<file path="config.mk">
export PLATFORM = sky130hd
export DESIGN_NAME = event_action_sequencer
export DESIGN_NICKNAME = d
export VERILOG_FILES = /design/src/logic/sequencer_pkg.sv /design/src/logic/event_action_sequencer.sv
export SDC_FILE = /design/constraint.sdc
export NUM_CORES = 1
export LEC_CHECK = 0
export BUFFER_PORTS_ARGS = -buffer_cell sky130_fd_sc_hd__clkbuf_2
export CAP_MARGIN = 40
export CORE_ASPECT_RATIO = 0.8
export CORE_MARGIN = 2
export CORE_UTILIZATION = 45
export CTS_CLUSTER_DIAMETER = 200
export CTS_CLUSTER_SIZE = 24
export DETAILED_ROUTE_END_ITERATION = 7
export PLACE_DENSITY_LB_ADDON = 0.1
export SLEW_MARGIN = 20
export SYNTH_ARGS = -nofsm -noshare
export SYNTH_HDL_FRONTEND = slang
export SYNTH_SLANG_ARGS = --single-unit
</file>
<file path="constraint.sdc">
create_clock -name mclk -period 3.5 [get_ports mclk]
set_clock_uncertainty 0.1 [all_clocks]
set_input_delay 0.175 -clock mclk [delete_from_list [all_inputs] [get_ports mclk]]
set_output_delay 0.175 -clock mclk [all_outputs]
set_load 0.02 [all_outputs]
</file>
<file path="src/logic/sequencer_pkg.sv">
// Constants and encodings shared by the event/action sequencer.
package sequencer_pkg;
    localparam int MAX_PAIRS = 20;
    localparam int IDX_W = 5;
    localparam int CODE_W = 6;
    localparam int EXT_W = 4;
    localparam int TIMER_W = 16;
    localparam logic [IDX_W-1:0] FIRST_SLOT = 5'h00;
    localparam logic [IDX_W-1:0] MAX_COUNT = 5'h14;
    // Event selection codes.
    localparam logic [CODE_W-1:0] EV_FALSE = 6'h00;
    localparam logic [CODE_W-1:0] EV_TRUE = 6'h01;
    localparam logic [CODE_W-1:0] EV_ON_REF = 6'h04;
    localparam logic [CODE_W-1:0] EV_TIMEOUT0 = 6'h1E;
    localparam logic [CODE_W-1:0] EV_EXT_BASE = 6'h20;
    // Action selection codes.
    localparam logic [CODE_W-1:0] ACT_NONE = 6'h01;
    localparam logic [CODE_W-1:0] ACT_PRESET0 = 6'h0A;
    localparam logic [CODE_W-1:0] ACT_PRESET1 = 6'h0B;
    localparam logic [CODE_W-1:0] ACT_TIMER0 = 6'h1D;
    localparam logic [TIMER_W-1:0] TIMER_ZERO = 16'h0000;
    localparam logic [IDX_W-1:0] IDX_ONE = 5'h01;
    typedef enum logic [0:0] {
        ST_IDLE = 1'b0,
        ST_RUN = 1'b1
    } seq_state_t;
endpackage : sequencer_pkg

</file>
<file path="src/logic/event_action_sequencer.sv">
// Event/action sequencer that steps through programmed pairs on a scan tick.
// How it works
// [RULE1] Action n is issued exactly when event n is found true.
// [RULE2] After action n fires the pointer moves on to event n+1.
// [RULE3] Only the slot at the pointer is tested on each scan.
// [RULE4] A false event means no action and a retry of the same slot next scan.
// [RULE5] Starting sets the pointer to the first slot.
// [RULE6] The programmed pair count runs from zero to twenty.
// [RULE7] After the last programmed pair fires, the pointer wraps to the first.
// [RULE8] Event and action codes live in two arrays indexed by pair number.
// [RULE9] Events come from external inputs or internal drive status.
// [RULE10] The sequencer runs only while its mode setting is on.
// [RULE11] Event codes 0 false, 1 true, 4 on reference, 30 timer zero expired are decoded.
// [RULE12] Action codes 1 none, 10 preset zero, 11 preset one, 29 start timer zero are decoded.
// [RULE13] One evaluation per scan tick, and no actions when the pair count is zero.
`timescale 1ns/1ps
module event_action_sequencer #(
    parameter int PAIRS = sequencer_pkg::MAX_PAIRS,
    parameter logic [sequencer_pkg::TIMER_W-1:0] TIMER0_LOAD = 16'h0064
) (
    input wire logic mclk,
    input wire logic rst_n,
    input wire logic mode_on,
    input wire logic scan_tick,
    input wire logic [sequencer_pkg::IDX_W-1:0] pair_count,
    input wire logic prog_we,
    input wire logic [sequencer_pkg::IDX_W-1:0] prog_idx,
    input wire logic [sequencer_pkg::CODE_W-1:0] prog_event,
    input wire logic [sequencer_pkg::CODE_W-1:0] prog_action,
    input wire logic on_reference,
    input wire logic [sequencer_pkg::EXT_W-1:0] ext_in,
    output logic [sequencer_pkg::IDX_W-1:0] current_slot,
    output logic action_fire,
    output logic [sequencer_pkg::CODE_W-1:0] action_code,
    output logic preset_sel,
    output logic preset_strobe,
    output logic timer0_running,
    output logic running
);
    import sequencer_pkg::*;

    seq_state_t state;
    logic [CODE_W-1:0] event_sel [PAIRS];
    logic [CODE_W-1:0] action_sel [PAIRS];
    logic [EXT_W-1:0] ext_meta;
    logic [EXT_W-1:0] ext_sync;
    logic [TIMER_W-1:0] timer0;
    logic timer0_expired;

    // External inputs are asynchronous and pass two flops first.
    always_ff @(posedge mclk or negedge rst_n) begin
        if (!rst_n) begin
            ext_meta <= '0;
            ext_sync <= '0;
        end else begin
            ext_meta <= ext_in;
            ext_sync <= ext_meta;
        end
    end

    // Programming port writes one pair per strobe; out-of-range slots are dropped.
    always_ff @(posedge mclk or negedge rst_n) begin
        if (!rst_n) begin
            for (int i = 0; i < PAIRS; i++) begin
                event_sel[i] <= EV_FALSE;
                action_sel[i] <= ACT_NONE;
            end
        end else if (prog_we && (int'(prog_idx) < PAIRS)) begin
            event_sel[prog_idx] <= prog_event; // [RULE8]
            action_sel[prog_idx] <= prog_action; // [RULE8]
        end
    end

    function automatic logic event_true(input logic [CODE_W-1:0] code,
                                        input logic on_ref,
                                        input logic t0_exp,
                                        input logic [EXT_W-1:0] ext);
        logic r;
        r = 1'b0;
        if (code == EV_TRUE)
            r = 1'b1; // [RULE11]
        else if (code == EV_ON_REF)
            r = on_ref; // [RULE9]
        else if (code == EV_TIMEOUT0)
            r = t0_exp; // [RULE11]
        else if (code >= EV_EXT_BASE && code < EV_EXT_BASE + 6'(EXT_W))
            r = ext[2'(code - EV_EXT_BASE)]; // [RULE9]
        return r;
    endfunction : event_true

    // The count is clamped to the array size so a bad setting cannot index past it.
    wire logic [IDX_W-1:0] eff_count = (int'(pair_count) > PAIRS) ?
                                       IDX_W'(PAIRS) : pair_count; // [RULE6]
    wire logic slot_ok = int'(current_slot) < PAIRS;
    wire logic [CODE_W-1:0] cur_event = slot_ok ? event_sel[current_slot] : EV_FALSE;
    wire logic [CODE_W-1:0] cur_action = slot_ok ? action_sel[current_slot] : ACT_NONE;
    wire logic cur_true = event_true(cur_event, on_reference, timer0_expired,
                                     ext_sync); // [RULE3]
    // Mode is tested here too, so a tick on the edge where mode drops fires nothing.
    wire logic do_eval = mode_on && (state == ST_RUN) && scan_tick
                         && (eff_count != FIRST_SLOT); // [RULE10] [RULE13]
    wire logic fire = do_eval && cur_true; // [RULE1] [RULE4]
    wire logic last_slot = (current_slot + IDX_ONE) >= eff_count;
    wire logic [IDX_W-1:0] next_slot = last_slot ? FIRST_SLOT
                                     : current_slot + IDX_ONE; // [RULE2] [RULE7]

    always_ff @(posedge mclk or negedge rst_n) begin
        if (!rst_n) begin
            state <= ST_IDLE;
            current_slot <= FIRST_SLOT;
        end else if (!mode_on) begin
            state <= ST_IDLE; // [RULE10]
            current_slot <= FIRST_SLOT;
        end else if (state == ST_IDLE) begin
            state <= ST_RUN;
            current_slot <= FIRST_SLOT; // [RULE5]
        end else if (fire) begin
            current_slot <= next_slot; // [RULE2] [RULE7]
        end
    end

    always_ff @(posedge mclk or negedge rst_n) begin
        if (!rst_n) begin
            action_fire <= 1'b0;
            action_code <= ACT_NONE;
            preset_strobe <= 1'b0;
            preset_sel <= 1'b0;
        end else begin
            action_fire <= fire; // [RULE1]
            preset_strobe <= fire && (cur_action == ACT_PRESET0
                                      || cur_action == ACT_PRESET1); // [RULE12]
            if (fire) begin
                action_code <= cur_action;
            end
            if (fire && cur_action == ACT_PRESET0) begin
                preset_sel <= 1'b0; // [RULE12]
            end else if (fire && cur_action == ACT_PRESET1) begin
                preset_sel <= 1'b1; // [RULE12]
            end
        end
    end

    // Timer zero counts mclk cycles; it keeps running when the sequencer stops.
    always_ff @(posedge mclk or negedge rst_n) begin
        if (!rst_n) begin
            timer0 <= TIMER_ZERO;
            timer0_running <= 1'b0;
            timer0_expired <= 1'b0;
        end else if (fire && cur_action == ACT_TIMER0) begin
            timer0 <= TIMER0_LOAD; // [RULE12]
            timer0_running <= 1'b1;
            timer0_expired <= 1'b0;
        end else if (timer0_running) begin
            if (timer0 <= IDX_ONE) begin
                timer0 <= TIMER_ZERO;
                timer0_running <= 1'b0;
                timer0_expired <= 1'b1;
            end else begin
                timer0 <= timer0 - 16'h0001;
            end
        end
    end

    always_ff @(posedge mclk or negedge rst_n) begin
        if (!rst_n)
            running <= 1'b0;
        else
            running <= mode_on && (state == ST_RUN);
    end

    property p_no_fire_idle;
        @(posedge mclk) disable iff (!rst_n)
        !mode_on |=> !action_fire;
    endproperty
    a_no_fire_idle: assert property (p_no_fire_idle) // [RULE10]
        else $error("Action fired while mode is off.");

    property p_fire_needs_tick;
        @(posedge mclk) disable iff (!rst_n)
        action_fire |-> $past(scan_tick) && $past(state == ST_RUN);
    endproperty
    a_fire_needs_tick: assert property (p_fire_needs_tick) // [RULE13]
        else $error("Action fired without a scan tick.");

    property p_zero_count;
        @(posedge mclk) disable iff (!rst_n)
        (eff_count == FIRST_SLOT) |=> !action_fire;
    endproperty
    a_zero_count: assert property (p_zero_count) // [RULE13]
        else $error("Action fired with zero pairs.");

    property p_false_holds;
        @(posedge mclk) disable iff (!rst_n)
        (do_eval && !cur_true && mode_on) |=> ($stable(current_slot) && !action_fire);
    endproperty
    a_false_holds: assert property (p_false_holds) // [RULE4]
        else $error("Slot moved on a false event.");

    property p_advance;
        @(posedge mclk) disable iff (!rst_n)
        (fire && mode_on && !last_slot) |=> current_slot == $past(current_slot) + IDX_ONE;
    endproperty
    a_advance: assert property (p_advance) // [RULE2]
        else $error("Slot did not advance after an action.");

    property p_wrap;
        @(posedge mclk) disable iff (!rst_n)
        (fire && mode_on && last_slot) |=> current_slot == FIRST_SLOT;
    endproperty
    a_wrap: assert property (p_wrap) // [RULE7]
        else $error("Slot did not wrap after the last pair.");

    property p_start;
        @(posedge mclk) disable iff (!rst_n)
        $rose(mode_on) |=> (current_slot == FIRST_SLOT && state == ST_RUN);
    endproperty
    a_start: assert property (p_start) // [RULE5]
        else $error("Start did not select the first slot.");

    property p_code_pair;
        @(posedge mclk) disable iff (!rst_n)
        fire |=> action_fire && action_code == $past(cur_action);
    endproperty
    a_code_pair: assert property (p_code_pair) // [RULE1]
        else $error("Action code does not match the slot.");

    property p_timer;
        @(posedge mclk) disable iff (!rst_n)
        (fire && cur_action == ACT_TIMER0) |=> timer0_running && !timer0_expired;
    endproperty
    a_timer: assert property (p_timer) // [RULE12]
        else $error("Timer zero not started.");
endmodule : event_action_sequencer

</file>
==> flow_metrics.tcl, run 1 <==
set metrics [dict create \
    ctsResizeCount 0 \
    timing.setup.critical_path_class "flop to flop" \
    holdPathStages 3 \
    final.min_clock_period_ps 3365 \
    timing.final.setup_violations 0 \
    worstHoldEndpoint "action_sel[17]" \
    power_leakage_nw 6.445 \
    layout-drive-gt1-share_pct 45.67 \
    postSynthCellCount 948 \
    core.rowCount 56 \
    via_count 8071 \
    timing.fmax_mhz 297.2 \
    worstSetupEndpointType "flop" \
    powerDensity_nw_per_um2 490.5 \
    slew_headroom_pct 41.93 \
    timing.critical_path.from_type "flop" \
    worstSkewPairLatency_ps 500 \
    synthesis.area_um2 13350 \
    drt_first_iter_violations 573 \
    rr_worst_depth 10 \
    cts-root-to-sink-buffers 3 \
    place.detailed.hpwl_um 22170 \
    synth_edf_count 0 \
    floorplan.die_area_um2 31070 \
    setup.worst_path.start "current_slot[0]" \
    tightestPinTransition_ps 862.0 \
    detail_route.wirelength_um 33370 \
    grt_max_degree 109 \
    ios 48 \
    worst_r2r_startpoint "current_slot[0]" \
    grt_util_all_layers_pct 22.26 \
    synth_mux_area_share_pct 32.35 \
    grt_antenna_before_repair 0 \
    layout.filler_cells 2509 \
    grt_remaining_overflow 0 \
    cts_buffers 15 \
    synthesis.nets 988 \
    placeableCoreArea_um2 29220 \
    synth.area.top_cells "dfrtp_1, mux2_2, mux4_2" \
    remaining_drc_errors 0 \
    yosys_warnings 0 \
    synth_seq_area_share_pct 53.06 \
    yosys.area_share.adder_pct 0.7498 \
    run_status "finished clean" \
    number_of_nets_in_the_layout 1048 \
    fraction_of_the_mapped_netlist_area_in_compound_gates_pct 4.958 \
    cts_root_buf "clkbuf_16" \
    synth_top_area_share_pct 48.93 \
    slew_viol_final 0 \
    setup.reg_to_reg.worst_slack_ps 130 \
    synthesis.area_per_instance_um2 14.08 \
    detail_route.wl_per_cell_um 23.96 \
    synth.ff_latch_count 282 \
    synth_simple_gate_area_share_pct 5.661 \
    crit_fanout 7 \
    die_height_um 158.1 \
    avgViaCountPerCell 5.794 \
    hold_slack_ps 96.93 \
    cap_violations 0 \
    first_global_vias 8098 \
    hold_crit_path_type "input port to flop" \
    port_buffers 47 \
    weighted_congestion_reported_at_the_end_of_routability_driven_placement 0.7953 \
    cts.sinks 282 \
    finalSetupTns_ps 0 \
    totalPowerFinal_w 0.007282 \
    min_period_over_period_pct 96.14 \
    synth_top_flop_cell "dfrtp_1" \
    clock_slew_at_reported_path_ffs_ps 100 \
    ir_worst_vdd_v 0.0003259 \
    synth_xor_area_share_pct 0.1968 \
    rsz_0062_raised_after_global_routing "false" \
    die_outline_width_um 196.6 \
    drtPass1Iterations 4 \
    synth-async-reset-ratio_pct 100.0 \
    worst-endpoint-required_ps 3790 \
    detail-route-antenna-nets 0 \
    tritoncts_clock_tree "built" \
    number_of_endpoints_with_negative_hold_slack_in_the_final_report 0 \
    diodes 0 \
    regToRegEndpoint "preset_sel" \
    areaGrowthSynthToFinish_pct 11.23 \
    timing.critical_path.arrival_ps 3660 \
    synth_top_family_by_area "multiplexers" \
    synthDistinctLibCells 63 \
    timing.hold.worst.start "prog_idx[2]" \
    clock_tree.htree_level_count 1 \
    start_util_pct 45.69 \
    grt_first_pass_wirelength_um 51820 \
    yosysTopAreaCell "dfrtp_1" \
]
==> cell type report <==
type	count	area (um^2)	area share [%]
Timing Repair Buffer	117	949.7	6.396
Multi-Input combinational cell	585	5892	39.68
Clock buffer	24	409.1	2.756
Tap cell	377	471.7	3.177
Inverter	7	26.28	0.1770
Sequential cell	282	7091	47.75
Clock inverter	1	8.758	0.05899
==> cell usage after synthesis, types with 13 or more instances <==
library cell / n
a21oi_1: 19
clkbuf_1: 53
o21ai_0: 22
dfstp_2: 21
mux2_2: 243
mux4_2: 48
nor3_1: 14
nor2_1: 22
nor2b_1: 13
dfrtp_1: 261
nand2_1: 46
mux2i_1: 23
==> how the worst max path moves through the flow <==
stage	to	slack, ps	depth (start not counted)
after detailed placement	preset_sel	40	8
after global placement	preset_sel	20	8
after floorplan	preset_sel	310	9
final	preset_sel	130	10
after global routing	preset_sel	30	9
after CTS	preset_sel	20	8
==> kinds of logic after synthesis <==
kind of cell | after synthesis
buffers and inverters | 81
muxes | 328
and+or+nand+nor | 148
xor gates and xnor gates | 3
AOI/OAI and AO/OA | 98
adders and majority gates | 8
DFF | 282
==> placed cells by master, fill, tap and decap left out, types with 11 or more instances in the layout <==
cell type / n
nor3_1: 11
mux4_2: 48
nor2_1: 22
dfstp_2: 21
nand2_1: 46
buf_4: 47
o21ai_0: 22
nor2b_1: 13
clkbuf_16: 15
a21oi_1: 19
mux2i_1: 23
clkbuf_2: 46
dfrtp_1: 259
mux2_2: 243
==> routing by layer <==
layer / track usage (%) / wire length [um] / vias up
li1: - / - / 3616
met1: 34.02 / 16760 / 4255
met2: 34.45 / 14650 / 169
met3: 2.919 / 1361 / 31
met4: 3.860 / 604 / 0
met5: 0 / 0 / -
==> through the flow <==
stage          instances  area, um^2  worst slack [ps]  util, %
2_1_floorplan        948       13350             310.4        -
3_3_place_gp        1342       14120             23.03    48.32
3_5_place_dp        1352       14270             42.23    48.84
4_1_cts             1383       14750             22.78    50.48
5_1_grt             1393       14850             33.15    50.82
6_report            1393       14850             134.9    50.82
==> power breakdown <==
group          switching (W)  total (W)  internal (W)
registers           0.000296    0.00417       0.00387
clock network        0.00107    0.00188      0.000819
logic               0.000508    0.00123      0.000720
==> worst max-delay path, cell delays in order (launching register included) <==
cell and delay [ps]:
dfrtp_4 500, buf_12 160, buf_12 130, mux4_2 410, a22oi_1 270, o211ai_1 300, a21oi_2 220, a31oi_1 130
a311o_2 430, a211oi_2 250, mux2_1 340
==> sequential cells by signal, indices dropped and copies added, names as in the netlist <==
name,count
action_code,6
action_fire,1
action_sel,120
current_slot,5
event_sel,120
ext_meta,4
ext_sync,4
preset_sel,1
preset_strobe,1
running,1
state,1
timer0,16
timer0_expired,1
timer0_running,1
==> what timing repair did <==
item	CTS	global route
setup buffers	0	10
setup endpoints to repair	0	22
endpoints found under the hold margin	90	0
hold buffers	6	0
Note: power is estimated with default switching activity, not from simulation.
==> run 2: changes to the inputs <==
--- a/config.mk
+++ b/config.mk
@@ -14,6 +14,7 @@
 export CTS_CLUSTER_SIZE = 24
 export DETAILED_ROUTE_END_ITERATION = 7
 export PLACE_DENSITY_LB_ADDON = 0.1
+export REMOVE_ABC_BUFFERS = 1
 export SLEW_MARGIN = 20
 export SYNTH_ARGS = -nofsm -noshare
 export SYNTH_HDL_FRONTEND = slang
==> run 2 against run 1 <==
Maximum frequency decreased by 0.51%. Largest power group unchanged. Register-to-register slack worse by 20 ps. First-iteration DRC count fell by 27%.
==> flow_metrics.tcl, run 2 (synthesis gave the netlist of run 1 again) <==
set metrics [dict create \
    finish.cell_count_without_fillers 1398 \
    holdPathStages 2 \
    cts_buffers 15 \
    multi_input_area_um2 5899 \
    layout-drive-gt1-share_pct 46.33 \
    slew_headroom_pct 43.90 \
    areaGrowthSynthToFinish_pct 11.45 \
    power_leakage_nw 6.467 \
    grt_max_degree 94 \
    floorplan.die_area_um2 31070 \
    ir_worst_vdd_v 0.0002794 \
    totalPowerFinal_w 0.007287 \
    cts-root-to-sink-buffers 3 \
    first_global_vias 8263 \
    crit_fanout 7 \
    timing.final.setup_violations 0 \
    timing.setup.critical_path_class "flop to flop" \
    port_buffers 47 \
    avgViaCountPerCell 5.737 \
    grt_antenna_before_repair 0 \
    die_outline_width_um 196.6 \
    number_of_nets_in_the_layout 1053 \
    timing.critical_path.from_type "flop" \
    place.detailed.hpwl_um 21720 \
    worstHoldEndpoint "event_sel[34]" \
    placeableCoreArea_um2 29220 \
    register_area_um2 7092 \
    tritoncts_clock_tree "built" \
    worst_r2r_startpoint "current_slot[0]" \
    drtPass1Iterations 4 \
    diodes 0 \
    clock_slew_at_reported_path_ffs_ps 100 \
    remaining_drc_errors 0 \
    detailedPlace.worstSlack_ps 0.5860 \
    number_of_endpoints_with_negative_hold_slack_in_the_final_report 0 \
    start_util_pct 45.69 \
    detail_route.wirelength_um 32650 \
    layout_utilization_pct 50.92 \
    place.detailed.instances 1354 \
    fin_ws_ps 117.7 \
    cts.sinks 282 \
    timing.hold.worst.start "prog_event[4]" \
    ios 48 \
    detail_route.wl_per_cell_um 23.36 \
    via_count 8020 \
    worstSkewPairLatency_ps 500 \
    worstSetupEndpointType "flop" \
    cap_violations 0 \
    weighted_congestion_reported_at_the_end_of_routability_driven_placement 0.8308 \
    core.rowCount 56 \
    leading_cell_type_in_the_layout_fill_and_taps_excluded "dfrtp_1" \
    hold_crit_path_type "input port to flop" \
    tightestPinTransition_ps 839.5 \
    finalSetupTns_ps 0 \
    run_status "finished clean" \
    timing.critical_path.arrival_ps 3680 \
    top_flop_regs "action_sel: 120 flops, event_sel: 120 flops, timer0: 16 flops" \
    grt_util_all_layers_pct 21.69 \
    grt_remaining_overflow 0 \
    worst-endpoint-required_ps 3800 \
    grt_first_pass_wirelength_um 50930 \
    powerDensity_nw_per_um2 489.8 \
    regToRegEndpoint "preset_sel" \
    final.min_clock_period_ps 3382 \
    detail-route-antenna-nets 0 \
    timing.fmax_mhz 295.7 \
    layout.filler_cells 2461 \
    setup.reg_to_reg.worst_slack_ps 120 \
    clock_tree.htree_level_count 1 \
    slew_viol_final 0 \
    drt_first_iter_violations 419 \
    setup.worst_path.start "current_slot[0]" \
    min_period_over_period_pct 96.64 \
    rr_worst_depth 10 \
    cts_root_buf "clkbuf_16" \
    layout_common_cells "dfrtp_1, mux2_2, buf_4" \
    die_height_um 158.1 \
]
==> run 2: worst max path at each step <==
stage                      end  slack [ps]
floorplan           timer0[15]       -1830
global placement    preset_sel          80
detailed placement  preset_sel         0.6
CTS                 preset_sel          40
global route        preset_sel         -10
finish              preset_sel         120
==> run 2: report_power, final <==
group | switching, W | total (W) | internal [W]
Clock | 0.00107 | 0.00189 | 0.000819
Combinational | 0.000504 | 0.00122 | 0.000720
Sequential | 0.000296 | 0.00417 | 0.00387
Total | 0.00187 | 0.00729 | 0.00541
==> run 2: routing by layer <==
metal  vias up  share of wire [%]  routed length, um  global-route usage [%]
met1      4226                 51              16520                   34.34
met3        27                4.5               1470                   2.386
li1       3631                  -                  -                       -
met4         0                1.5                483                   3.247
met5         -                  0                  0                       0
met2       136                 43              14180                   32.73
==> run 2: repair_timing <==
action	in CTS	in global routing
pin swaps	0	5
buffers inserted	3	4
endpoints found under the hold margin	81	0
setup endpoints to repair	1	23
resized for setup	0	6
hold buffers	6	0
cloned	0	1
==> run 2: worst max-delay path, cell delays in order, from the launching register on <==
cell      delay (ps)
dfrtp_4          530
buf_12           160
buf_4            160
mux4_2           320
mux2i_1           80
o211ai_1         460
and3_1           250
a32oi_1          120
a311o_2          440
a211oi_2         300
mux2_4           330
==> run 2: area by class of cell <==
type                    count  share of cell area, %
flip-flops and latches    282                  47.67
repair buffers            122                  6.526
inverters                   7                 0.1766
clock buffers              24                  2.750
multi-input cells         585                  39.65
well taps                 377                  3.170
clock inverters             1                0.05887
==> run 2: through the flow <==
stage,instance area [um^2],hold slack (ps)
5_1_grt,14880,149.0
3_3_place_gp,14160,156.7
4_1_cts,14710,109.0
3_5_place_dp,14210,151.0
6_report,14880,131.9
2_1_floorplan,12970,-220.6
